===== src/rtl/sa_auth_defs.vh =====
// constants for the challenge-response hash engine
`ifndef SA_AUTH_DEFS_VH
`define SA_AUTH_DEFS_VH

// function opcodes
`define SA_OP_LOAD_CHAL   8'h0c
`define SA_OP_MAC_NOADDR  8'h36
`define SA_OP_MAC_ADDR    8'h35
`define SA_OP_CLR_SECRET  8'h5a
`define SA_OP_NEXT_NOADDR 8'h30
`define SA_OP_NEXT_ADDR   8'h33
`define SA_OP_LOCK_SECRET 8'h60

// field widths and counts
`define SA_KEY_W      64
`define SA_MAC_W      160
`define SA_GAP_SLOTS  8'h08
`define SA_MAC_SLOTS  8'ha0
`define SA_CHAL_BITS  7'h40

// address layout: family, serial, crc (crc in top byte)
`define SA_FAM_LSB    0
`define SA_SER_LSB    8
`define SA_CRC_LSB    56
`define SA_CRC_POLY   8'h8c

// fixed filler words of the hashed block
`define SA_PAD_WORD   32'h00000000
`define SA_ONES64     64'hffffffffffffffff

// hash initial values and round constants
`define SA_H0 32'h67452301
`define SA_H1 32'hefcdab89
`define SA_H2 32'h98badcfe
`define SA_H3 32'h10325476
`define SA_H4 32'hc3d2e1f0
`define SA_K0 32'h5a827999
`define SA_K1 32'h6ed9eba1
`define SA_K2 32'h8f1bbcdc
`define SA_K3 32'hca62c1d6
`define SA_LAST_ROUND 7'h4f

// timing: nonvolatile write time in us, clock in MHz
`define SA_T_NVW_US   2000
`define SA_CLK_MHZ    100

`endif


===== src/rtl/sa_auth_engine.v =====
// challenge-response authentication engine with secret store
// Function
// - hash one 512-bit block of secret, challenge and 384 constant bits.
// - address variant puts the 64-bit net address into the constant bits.
// - return the 160-bit code serially, least significant bit first.
// - the secret itself never leaves the device.
// - opcode 0Ch takes 64 challenge bits, first bit right after the opcode.
// - more than 64 challenge bits leave the challenge undefined.
// - opcode 36h hashes with all-ones in the address field, returns code.
// - opcode 35h hashes with the net address, returns code.
// - hash completes within the hash time after the opcode.
// - opcode 5Ah clears the secret to zero in nonvolatile store.
// - opcode 30h stores 64 hash bits, all-ones address, as new secret.
// - opcode 33h stores 64 hash bits, with net address, as new secret.
// - opcode 60h sets the nonvolatile secret lock bit.
// - address is family byte, 48-bit serial, then 8-bit crc.
// - the crc byte is the top byte of the net address.
// - device never checks the address crc nor stops on mismatch.
// - one master; this device only ever answers as a slave.
// - a link reset is answered with a presence pulse.
`timescale 1ns/10ps
`include "sa_auth_defs.vh"

// one armed command per link reset; challenge, gap and send phases
// drop back to idle on a link reset, a hash or a secret write does not.
// secret and lock bit live in flops, so sys_rst stands for a blank part;
// the write time is only a counter in this model.
module sa_auth_engine #(
  parameter [7:0]  FAMILY_CODE = 8'h5e,              // arbitrary value
  parameter [47:0] SERIAL_NUM  = 48'h0123456789ab,   // arbitrary value
  parameter        NVW_CYCLES  = `SA_T_NVW_US * `SA_CLK_MHZ
) (
  input  wire       clk_sys,
  input  wire       sys_rst,
  input  wire       lnk_rst,
  input  wire       cmd_valid,
  input  wire [7:0] cmd_code,
  input  wire       wr_valid,
  input  wire       wr_bit,
  input  wire       rd_req,
  output reg        presence,
  output reg        out_bit,
  output reg        out_valid,
  output reg        busy,
  output reg        locked
);

  // crc over the low 56 address bits, lsb first, register cleared to zero
  // folded to a constant at elaboration, so no crc logic is built
  function [7:0] sa_crc56;
    input [55:0] data;
    integer i;
    reg [7:0] c;
    reg       fb;
    begin
      c = 8'h00;
      for (i = 0; i < 56; i = i + 1) begin
        fb = c[0] ^ data[i];
        c  = {1'b0, c[7:1]};
        if (fb) begin
          c = c ^ `SA_CRC_POLY;
        end
      end
      sa_crc56 = c;
    end
  endfunction

  localparam [7:0]  ADDR_CRC = sa_crc56({SERIAL_NUM, FAMILY_CODE});
  localparam [63:0] NET_ADDR = {ADDR_CRC, SERIAL_NUM, FAMILY_CODE};

  // counter runs down to zero inclusive, so it loads one short
  localparam [31:0] NVW_LOAD = NVW_CYCLES - 1;

  // states
  localparam [2:0] ST_IDLE = 3'h0;
  localparam [2:0] ST_CHAL = 3'h1;
  localparam [2:0] ST_HASH = 3'h2;
  localparam [2:0] ST_GAP  = 3'h3;
  localparam [2:0] ST_SEND = 3'h4;
  localparam [2:0] ST_NVW  = 3'h5;

  // what the pending nonvolatile write will do
  localparam [1:0] NV_CLEAR = 2'h0;
  localparam [1:0] NV_NEXT  = 2'h1;
  localparam [1:0] NV_LOCK  = 2'h2;

  // sequencer state and the data it carries between phases
  reg  [2:0]     state;
  reg            armed;
  reg  [63:0]    secret;
  reg  [63:0]    chal;
  reg  [6:0]     chal_cnt;
  reg            use_addr;
  reg            to_secret;
  reg  [1:0]     nv_op;
  reg  [63:0]    nv_data;
  reg  [31:0]    nv_cnt;
  reg  [159:0]   mac;
  reg  [7:0]     slot_cnt;
  reg            hash_go;

  // hash core hand-over and the assembled block
  wire           hash_done;
  wire [159:0]   digest;
  wire [63:0]    addr_field;
  wire [511:0]   block;
  wire           cmd_take;

  // only ever reacts to what the master sends
  // commands are taken only when idle and after a link reset
  assign cmd_take = cmd_valid && armed && (state == ST_IDLE);

  // all-ones address field for the plain variant
  // net address replaces 64 of the constant bits
  assign addr_field = use_addr ? NET_ADDR : `SA_ONES64;

  // secret, challenge, address field, then ten filler words
  assign block = {secret, chal, addr_field,
                  {10{`SA_PAD_WORD}}};

  // one round per clock, so every hash takes the same time
  sa_sha1_core u_core (
    .clk_sys (clk_sys),
    .sys_rst (sys_rst),
    .start   (hash_go),
    .block   (block),
    .done    (hash_done),
    .digest  (digest)
  );

  // presence pulse one cycle after each link reset
  // a link reset in the same cycle as a command wins, so the
  // arming is never lost to a racing command
  always @(posedge clk_sys or posedge sys_rst) begin
    if (sys_rst) begin
      presence <= 1'b0;
      armed    <= 1'b0;
    end else begin
      presence <= lnk_rst;
      if (lnk_rst) begin
        armed <= 1'b1;
      end else if (cmd_take) begin
        armed <= 1'b0;
      end
    end
  end

  // address crc is never checked; a bad crc cannot stop anything
  // main sequencer
  always @(posedge clk_sys or posedge sys_rst) begin
    if (sys_rst) begin
      state     <= ST_IDLE;
      secret    <= 64'h0;
      locked    <= 1'b0;
      chal      <= 64'h0;
      chal_cnt  <= 7'h00;
      use_addr  <= 1'b0;
      to_secret <= 1'b0;
      nv_op     <= NV_CLEAR;
      nv_data   <= 64'h0;
      nv_cnt    <= 32'h0;
      mac       <= 160'h0;
      slot_cnt  <= 8'h00;
      hash_go   <= 1'b0;
      out_bit   <= 1'b0;
      out_valid <= 1'b0;
      busy      <= 1'b0;
    end else begin
      // strobes fall by default and rise for one cycle below
      hash_go   <= 1'b0;
      out_valid <= 1'b0;
      case (state)
        ST_IDLE: begin
          // nothing is pending once back in idle
          busy <= 1'b0;
          if (cmd_take) begin
            case (cmd_code)
              // challenge bits may follow on the very next cycle
              `SA_OP_LOAD_CHAL: begin
                chal_cnt <= 7'h00;
                state    <= ST_CHAL;
              end
              `SA_OP_MAC_NOADDR: begin
                use_addr  <= 1'b0;
                to_secret <= 1'b0;
                hash_go   <= 1'b1;
                busy      <= 1'b1;
                state     <= ST_HASH;
              end
              `SA_OP_MAC_ADDR: begin
                use_addr  <= 1'b1;
                to_secret <= 1'b0;
                hash_go   <= 1'b1;
                busy      <= 1'b1;
                state     <= ST_HASH;
              end
              `SA_OP_NEXT_NOADDR: begin
                if (!locked) begin
                  use_addr  <= 1'b0;
                  to_secret <= 1'b1;
                  hash_go   <= 1'b1;
                  busy      <= 1'b1;
                  state     <= ST_HASH;
                end
              end
              `SA_OP_NEXT_ADDR: begin
                if (!locked) begin
                  use_addr  <= 1'b1;
                  to_secret <= 1'b1;
                  hash_go   <= 1'b1;
                  busy      <= 1'b1;
                  state     <= ST_HASH;
                end
              end
              // zero the secret after the write time
              `SA_OP_CLR_SECRET: begin
                if (!locked) begin
                  nv_op   <= NV_CLEAR;
                  nv_data <= 64'h0;
                  nv_cnt  <= NVW_LOAD;
                  busy    <= 1'b1;
                  state   <= ST_NVW;
                end
              end
              // lock bit written through the same timed path
              `SA_OP_LOCK_SECRET: begin
                nv_op  <= NV_LOCK;
                nv_cnt <= NVW_LOAD;
                busy   <= 1'b1;
                state  <= ST_NVW;
              end
              // unknown opcode: ignored, but the arming is spent
              default: begin
                state <= ST_IDLE;
              end
            endcase
          end
        end
        ST_CHAL: begin
          // lsb arrives first, so shift in from the top
          if (lnk_rst) begin
            state <= ST_IDLE;
          end else if (wr_valid) begin
            // bits past the 64th are dropped; the host must
            // treat such a challenge as undefined anyway
            if (chal_cnt != `SA_CHAL_BITS) begin
              chal     <= {wr_bit, chal[63:1]};
              chal_cnt <= chal_cnt + 7'h01;
            end
          end
        end
        ST_HASH: begin
          // a link reset cannot cut the hash short
          // result ready a fixed 81 cycles after the opcode
          if (hash_done) begin
            if (to_secret) begin
              // low 64 digest bits become the new secret
              nv_op   <= NV_NEXT;
              nv_data <= digest[63:0];
              nv_cnt  <= NVW_LOAD;
              state   <= ST_NVW;
            end else begin
              mac      <= digest;
              slot_cnt <= 8'h00;
              busy     <= 1'b0;
              state    <= ST_GAP;
            end
          end
        end
        ST_GAP: begin
          // eight written slots are consumed before reading starts
          if (lnk_rst) begin
            // an abandoned code is wiped so no later read can see it
            mac   <= 160'h0;
            state <= ST_IDLE;
          end else if (wr_valid) begin
            if (slot_cnt == `SA_GAP_SLOTS - 8'h01) begin
              slot_cnt <= 8'h00;
              state    <= ST_SEND;
            end else begin
              slot_cnt <= slot_cnt + 8'h01;
            end
          end
        end
        ST_SEND: begin
          // code bits leave least significant first
          // only the digest copy is ever shifted, never the secret
          if (lnk_rst) begin
            mac   <= 160'h0;
            state <= ST_IDLE;
          end else if (rd_req) begin
            out_bit   <= mac[0];
            out_valid <= 1'b1;
            mac       <= {1'b0, mac[159:1]};
            if (slot_cnt == `SA_MAC_SLOTS - 8'h01) begin
              state <= ST_IDLE;
            end else begin
              slot_cnt <= slot_cnt + 8'h01;
            end
          end
        end
        ST_NVW: begin
          // link reset does not cut a secret write short
          if (nv_cnt == 32'h0) begin
            case (nv_op)
              NV_LOCK: begin
                locked <= 1'b1;
              end
              default: begin
                secret <= nv_data;
              end
            endcase
            // no copy of the secret is left in the staging word
            nv_data <= 64'h0;
            busy    <= 1'b0;
            state   <= ST_IDLE;
          end else begin
            nv_cnt <= nv_cnt - 32'h1;
          end
        end
        default: begin
          busy  <= 1'b0;
          state <= ST_IDLE;
        end
      endcase
    end
  end

endmodule // sa_auth_engine


===== src/rtl/sa_sha1_core.v =====
// one-block sha-1 engine, one round per clock
`timescale 1ns/10ps
`include "sa_auth_defs.vh"

module sa_sha1_core (
  input  wire         clk_sys,
  input  wire         sys_rst,
  input  wire         start,
  input  wire [511:0] block,
  output reg          done,
  output reg  [159:0] digest
);

  reg  [31:0] wa, wb, wc, wd, we;
  reg  [31:0] w [0:15];
  reg  [6:0]  rnd;
  reg         run;
  reg  [31:0] f;
  reg  [31:0] k;
  wire [31:0] w_new;
  wire [31:0] temp;

  // message schedule as a sliding 16-word window
  assign w_new = {w[13][30:0] ^ w[8][30:0] ^ w[2][30:0] ^ w[0][30:0],
                  w[13][31] ^ w[8][31] ^ w[2][31] ^ w[0][31]};
  assign temp  = {wa[26:0], wa[31:27]} + f + we + k + w[0];

  // round function picked by round number
  always @* begin
    if (rnd < 7'd20) begin
      f = (wb & wc) | (~wb & wd);
      k = `SA_K0;
    end else if (rnd < 7'd40) begin
      f = wb ^ wc ^ wd;
      k = `SA_K1;
    end else if (rnd < 7'd60) begin
      f = (wb & wc) | (wb & wd) | (wc & wd);
      k = `SA_K2;
    end else begin
      f = wb ^ wc ^ wd;
      k = `SA_K3;
    end
  end

  // window load on start, shift while running
  genvar gi;
  generate
    for (gi = 0; gi < 16; gi = gi + 1) begin : g_win
      always @(posedge clk_sys or posedge sys_rst) begin
        if (sys_rst) begin
          w[gi] <= 32'h00000000;
        end else if (start && !run) begin
          w[gi] <= block[511-32*gi -: 32];
        end else if (run) begin
          if (gi == 15) begin
            w[gi] <= w_new;
          end else begin
            w[gi] <= w[(gi+1) % 16];
          end
        end
      end
    end
  endgenerate

  // working variables and final addition
  always @(posedge clk_sys or posedge sys_rst) begin
    if (sys_rst) begin
      wa     <= 32'h00000000;
      wb     <= 32'h00000000;
      wc     <= 32'h00000000;
      wd     <= 32'h00000000;
      we     <= 32'h00000000;
      rnd    <= 7'h00;
      run    <= 1'b0;
      done   <= 1'b0;
      digest <= 160'h0;
    end else begin
      done <= 1'b0;
      if (start && !run) begin
        wa  <= `SA_H0;
        wb  <= `SA_H1;
        wc  <= `SA_H2;
        wd  <= `SA_H3;
        we  <= `SA_H4;
        rnd <= 7'h00;
        run <= 1'b1;
      end else if (run) begin
        wa  <= temp;
        wb  <= wa;
        wc  <= {wb[1:0], wb[31:2]};
        wd  <= wc;
        we  <= wd;
        rnd <= rnd + 7'h01;
        // last round folds in the chaining values directly
        if (rnd == `SA_LAST_ROUND) begin
          run    <= 1'b0;
          done   <= 1'b1;
          digest <= {temp + `SA_H0, wa + `SA_H1,
                     {wb[1:0], wb[31:2]} + `SA_H2,
                     wc + `SA_H3, wd + `SA_H4};
        end
      end
    end
  end

endmodule // sa_sha1_core


===== config.mk =====
export PLATFORM = sky130hd
export DESIGN_NAME = sa_auth_engine
export DESIGN_NICKNAME = d
export VERILOG_FILES = /design/src/rtl/sa_auth_engine.v /design/src/rtl/sa_sha1_core.v
export VERILOG_INCLUDE_DIRS = /design/src /design/src/rtl
export SDC_FILE = /design/constraint.sdc
export NUM_CORES = 2
export LEC_CHECK = 0
export BUFFER_PORTS_ARGS = -buffer_cell sky130_fd_sc_hd__buf_2
export CAP_MARGIN = 15
export CORE_ASPECT_RATIO = 0.5
export CORE_MARGIN = 2
export CORE_UTILIZATION = 57
export CTS_CLUSTER_DIAMETER = 60
export DETAILED_ROUTE_END_ITERATION = 8
export HOLD_SLACK_MARGIN = 0.15
export PLACE_DENSITY = 0.75
export SYNTH_ARGS = -nofsm -noshare
export SYNTH_HDL_FRONTEND = slang
export SYNTH_SLANG_ARGS = --single-unit

===== constraint.sdc =====
create_clock -name clk_sys -period 79.2 [get_ports clk_sys]
set_clock_uncertainty 0.2 [all_clocks]
set_input_delay 15.84 -clock clk_sys [delete_from_list [all_inputs] [get_ports clk_sys]]
set_output_delay 15.84 -clock clk_sys [all_outputs]
set_load 0.02 [all_outputs]

[Word-level counts from Yosys, hierarchy flattened]
Cells that the tools add are included.
W data, S select, Z words.
Cells by class
  eq/ne operators: 46
  bitwise gates (word level): 20
  $lt $le $gt $ge: 3
  muxes and demuxes: 132
  reductions and logical operators: 34
  add/subtract/negate cells: 13
Operators with widths (number)
  $mux W32: 52
  $mux W160: 5
  $pmux W160 S3: 1
  $mux W64: 7
  $pmux W64 S3: 1
  $add A32 B32 Y32: 4
  $and A32 B32 Y32: 4
  $add A32 B32 Y32 const B: 3
  $or A32 B32 Y32: 3
  $pmux W32 S3: 1
  $xor A31 B31 Y31: 3
  $mux W8: 8
  $pmux W32 S2: 1
  $xor A32 B32 Y32: 2
  $mux W7: 7
  $mux W3: 13
  $ne A2 B2 Y1 const B: 19
  $add A32 B29 Y32 const B: 1
  $add A32 B31 Y32 const B: 1
  $eq A8 B6 Y1 const B: 4
  $logic_not A32 Y1: 1
  $not A32 Y32: 1
  $sub A32 B1 Y32 const B: 1
  $mux W31: 1
  43 further kinds: 104
Word-level totals
  register bits after elaboration: 1254
  logic and storage cells: 291
  output and inout port bits: 5

[Depth between registers and ports, before layout]
  depth in word-level cells: 12
  gate-level depth with buffers: 27
  mapped depth without buffers: 26

[By module]
Synthesis repeated with hierarchy kept, for this count alone.
Unflattened totals
  cells, all modules: 6244
  area total of the unflattened synthesis: 62627.6 um2
By module, submodules not included
  sa_sha1_core: instances 1, sequential area each 21045.2 um2, area an instance 44646.6 um2, cells each 4576
  sa_auth_engine: instances 1, sequential area each 10334.9 um2, area an instance 17981.0 um2, cells each 1668

[Worst setup path after synthesis]
Ideal clock, no wire load.
  path type: input-to-reg
  from: in cmd_code[2]
  to: reg nv_cnt[19]
  arrival: 18.129 ns
  cell stages on the path: 11
  path slack: 60.740 ns
  data required time: 78.868 ns
  cells stage by stage: buf_2 -> or4b_4 -> nor3_2 -> a21oi_2 -> a2111o_2 -> nor2_4 -> nand2_1 -> or3_1 -> nor3_2 -> xnor2_1 -> nor2_1
On the way
  cells in the longest elaborated chain, start to end: 4
  elaborated cells on any way between the ends: 8
  those cells by class: 4 x eq/ne; 3 x mux; 1 x reduce/logical
Ends and longest elaborated chain
  start: declaration: line sa_auth_engine.v:37  | input wire [7:0] cmd_code,
  $eq A8 B7 Y1: line sa_auth_engine.v:177  | case (cmd_code)
  $pmux W32 S2: line sa_auth_engine.v:177
  $mux W32: line sa_auth_engine.v:176  | if (cmd_take) begin
  $pmux W32 S3: line sa_auth_engine.v:172  | case (state)
  end signal: assignment: line sa_auth_engine.v:318  | nv_cnt <= nv_cnt - 32'h1;
  end: declaration: line sa_auth_engine.v:97  | reg [31:0] nv_cnt;
Parallel ways exist; a longest one is shown, timed or not. The select of a mux whose other input is x is not followed.
A chain may end at the register's enable or synchronous reset.

==> metrics <==
Final HPWL DP=89,000 µm; synthesized area per cell=slightly below 10 µm²; count leader, synth=nand2_1; Gates resized, CTS repair=0; Layout Cells excl Fill=between 7,000 and 8,000; Switching Share=a little under half; clock root cell=clkbuf_16; port buffer count=19; final setup fails=0; Die Area=roughly 110,000 µm²; cts hold-fix bufs=0; P_sw=between 1 and 1.5 mW; first-pass GRT wire length=about 230,000 µm; Worst path slowest cell=buf_4; Final Slew Violations=0; Die Wd=roughly 460 µm; CP max stage delay=a little under 0.9 ns; Rel. slew slack=17.89%; Synth area leader=dfrtp_1; drt drc=0; GRT overflow=0; TritonCTS Sinks=roughly 1,300; critical path arrival=~19 ns; #FFs+latches synth=approximately 1,300; Buf/Inv on CP=5; Req. time, crit path=79.71 ns; height of the die=around 230 µm; post-DR vias/cell=between 5 and 6; GRT Overall Usage=between 20% and 30%; status=complete, no violations; CP max FO=roughly 150; Primary FF master, synth=dfrtp_1; worst path cell trace=buf_2 -> inv_8 -> buf_12 -> buf_4 -> buf_4; static leakage=approximately 28 nW; actual slew at the worst max-slew pin=1.227 ns; Synth area leaders=dfrtp_1 53%, nand2_1 9.9%, o21ai_0 8.6%; Ys Warns=0; io pins=20; Most common cell on crit path=buf_4; max-cap violations=0; Synth top area share=52.52%; Clk pwr share=between 10% and 20%; Tmin final=18.73 ns; Area Growth Syn to Fin=7.485%; final hold violation count=0; total wire length=137,600 µm; critical path startpoint category=input pin; DRT Pass-1 Iters=6; pwr dens=around 50 nW/µm²; clk_lat worst skew=approximately 0.74 ns; clock-pin slew on the worst setup and hold paths=0.07 ns; core area=slightly above 100,000 µm²; critical setup path kind=input pin to async pin; CTS tree=built; DP Cell Count=~7,200; Final Cycle Share=a little under a quarter; register area share after synthesis=around 53%; CP top delay family=buffers and inverters; vias in the first global route=about 42,000; internal power=1.686 mW; initial antenna violation count=3; CTS max path bufs=3; post-CTS setup buffers=0; synth unique cells=around 110; Vias=43,140; Placer Congestion=roughly 0.93; pin count of the biggest net entering global routing=300; Post-synth EDFFs=0; synthesized area=approximately 60,000 µm²; Max Fclk=53.39 MHz; Rows=slightly above 80; Max rail drop VDD=between 0.07 and 0.08 mV; layout cells sized above 1=under 10%; Comb power frac=about 55%; nets@finish=6,140; Synth async-reset ratio=between 90% and 100%; crit end category=async pin; initial drt markers=approximately 4,400; Synth top cells by count=1,582 x nand2_1, 1,254 x dfrtp_1, 1,024 x o21ai_0, 388 x clkbuf_1, 231 x nor2_1; RSZ-0062 raised after global routing=false; number of nets still failing antenna checks after routing=0; part of the power in registers=between 20 and 30%; TNS Setup=0 ns; cts bufs inserted=roughly 110; Initial Utilization=between 50% and 60%; HP Class=flop to flop; mean routed wirelength per cell=roughly 18 µm; Syn Inst Count=just over 6,000; H-Tree Depth=3; syn nets=between 6,000 and 7,000
==> layer usage <==
layer  track usage, %  share of wire [%]  up-vias
met2            38.44                 44     1152
met4            6.689                2.2        0
met5                0                  0        -
met1            39.63                 47    21480
li1                 -                  -    20290
met3            5.534                6.7      218
==> cells by family (layout without fill, tap and decap cells) <==
| kind of cell | Yosys count | count (layout) | share of synthesized area [%] |
|---|---|---|---|
| simple gates | 2064 | 2064 | 14.04 |
| compound gates | 1525 | 1525 | 14.87 |
| flops | 1254 | 1254 | 52.52 |
| buf+inv | 615 | 448 | 4.010 |
| xor+xnor | 294 | 294 | 4.379 |
| mux | 289 | 289 | 5.120 |
| fa+ha+maj | 170 | 170 | 5.055 |
| other cells | 0 | 1 | 0 |
==> path summary, 6_finish.rpt <==
path,from,cells after the start,to,slack [ns]
setup / recovery,sys_rst,5,u_core.w[441],60.47
hold / removal,u_core.digest[79],2,u_core.digest[79],0.27
setup reg to reg,u_core.rnd[4],27,u_core.digest[159],69.88
hold reg to reg,u_core.digest[79],2,u_core.digest[79],0.27
max in group clk_sys,lnk_rst,6,mac[124],60.73
min in group asynchronous,sys_rst,2,nv_cnt[23],15.03
==> worst reg2reg max path: stages (launching register included) <==
cell and delay, ns:
dfrtp_1 0.46, o21ai_0 0.13, nand2_1 0.51, inv_1 0.10
buf_4 0.28, nor2_1 0.98, nor2_2 0.47, buf_4 0.37
o221a_2 0.29, fa_1 0.54, inv_1 0.06, fa_1 0.53
fa_1 0.49, inv_1 0.07, ha_1 0.16, inv_1 0.06
fa_1 0.41, nand2b_1 0.22, a21oi_1 0.18, xor2_1 0.47
nand4_1 0.28, o311ai_2 0.48, a41oi_2 0.25, o221ai_2 0.33
nand3_1 0.25, a21boi_2 0.28, nor4_1 0.09, o31ai_1 0.27
==> power by group through the flow <==
| stage | logic, mW | registers [mW] | clock network, mW |
|---|---|---|---|
| global placement | 1.66 | 0.853 | 0 |
| floorplan | 1.33 | 0.800 | 0 |
| CTS | 1.71 | 0.847 | 0.573 |
| global route | 1.89 | 0.862 | 0.600 |
| finish | 1.72 | 0.850 | 0.565 |
| detailed placement | 1.69 | 0.857 | 0 |
==> through the flow <==
step / cell area (µm²) / hold WS [ns] / utilization [%] / total power, mW / setup WS [ns]
4_1_cts: 64220 / 0.2721 / 62.21 / 3.129 / 60.47
3_3_place_gp: 60430 / 0.2505 / 58.54 / 2.516 / 59.76
6_report: 64220 / 0.2733 / 62.21 / 3.133 / 60.47
5_1_grt: 64220 / 0.2971 / 62.21 / 3.355 / 59.93
3_5_place_dp: 60430 / 0.2573 / 58.54 / 2.548 / 59.68
2_1_floorplan: 59750 / 0.2396 / - / 2.131 / 27.82
==> registers in the layout (all words and copies together), names as in the netlist, 8 cells and up <==
register / count
chal: 64
u_core.wa: 32
slot_cnt: 8
secret: 64
u_core.digest: 160
mac: 160
u_core.wd: 32
u_core.we: 32
u_core.wb: 32
nv_data: 64
u_core.w: 512
nv_cnt: 32
u_core.wc: 32
==> cells in the final DEF (no fill, tap or decap), types with 11 or more instances in the layout <==
master | netlist | final
and3_1 | 13 | 13
fa_1 | 119 | 119
clkbuf_16 | 0 | 112
buf_4 | 0 | 35
clkbuf_1 | 388 | 21
clkbuf_8 | 4 | 31
a21oi_1 | 98 | 97
nor3_1 | 66 | 64
nand4_1 | 18 | 18
a21o_1 | 11 | 11
buf_2 | 8 | 19
nand2b_1 | 15 | 15
o21ai_0 | 1024 | 1024
a31oi_1 | 20 | 20
o221ai_1 | 18 | 18
ha_1 | 51 | 51
or3_1 | 19 | 19
mux2_2 | 133 | 133
mux2i_1 | 156 | 156
o31ai_1 | 27 | 27
clkinv_2 | 0 | 17
nor2_1 | 231 | 228
nand2_1 | 1582 | 1581
xor2_1 | 110 | 110
nor2b_1 | 20 | 19
o21ai_1 | 36 | 36
a22o_1 | 22 | 22
o21a_1 | 11 | 11
o221a_2 | 11 | 11
dfrtp_1 | 1254 | 1252
nand3_1 | 35 | 34
xnor2_1 | 180 | 180
inv_1 | 183 | 182
a22oi_1 | 159 | 159
==> cell type report <==
cell class                      count  area, µm²
Multi-Input combinational cell   4342      26040
Clock buffer                      164       3308
Clock inverter                     36      476.7
Timing Repair Buffer               63      538.0
Sequential cell                  1254      31390
Tap cell                         1402       1754
Inverter                          185      709.4
Fill cell                        8260      39010
Antenna cell                        1      2.502
No activity file was read; power rests on OpenSTA's default activity.
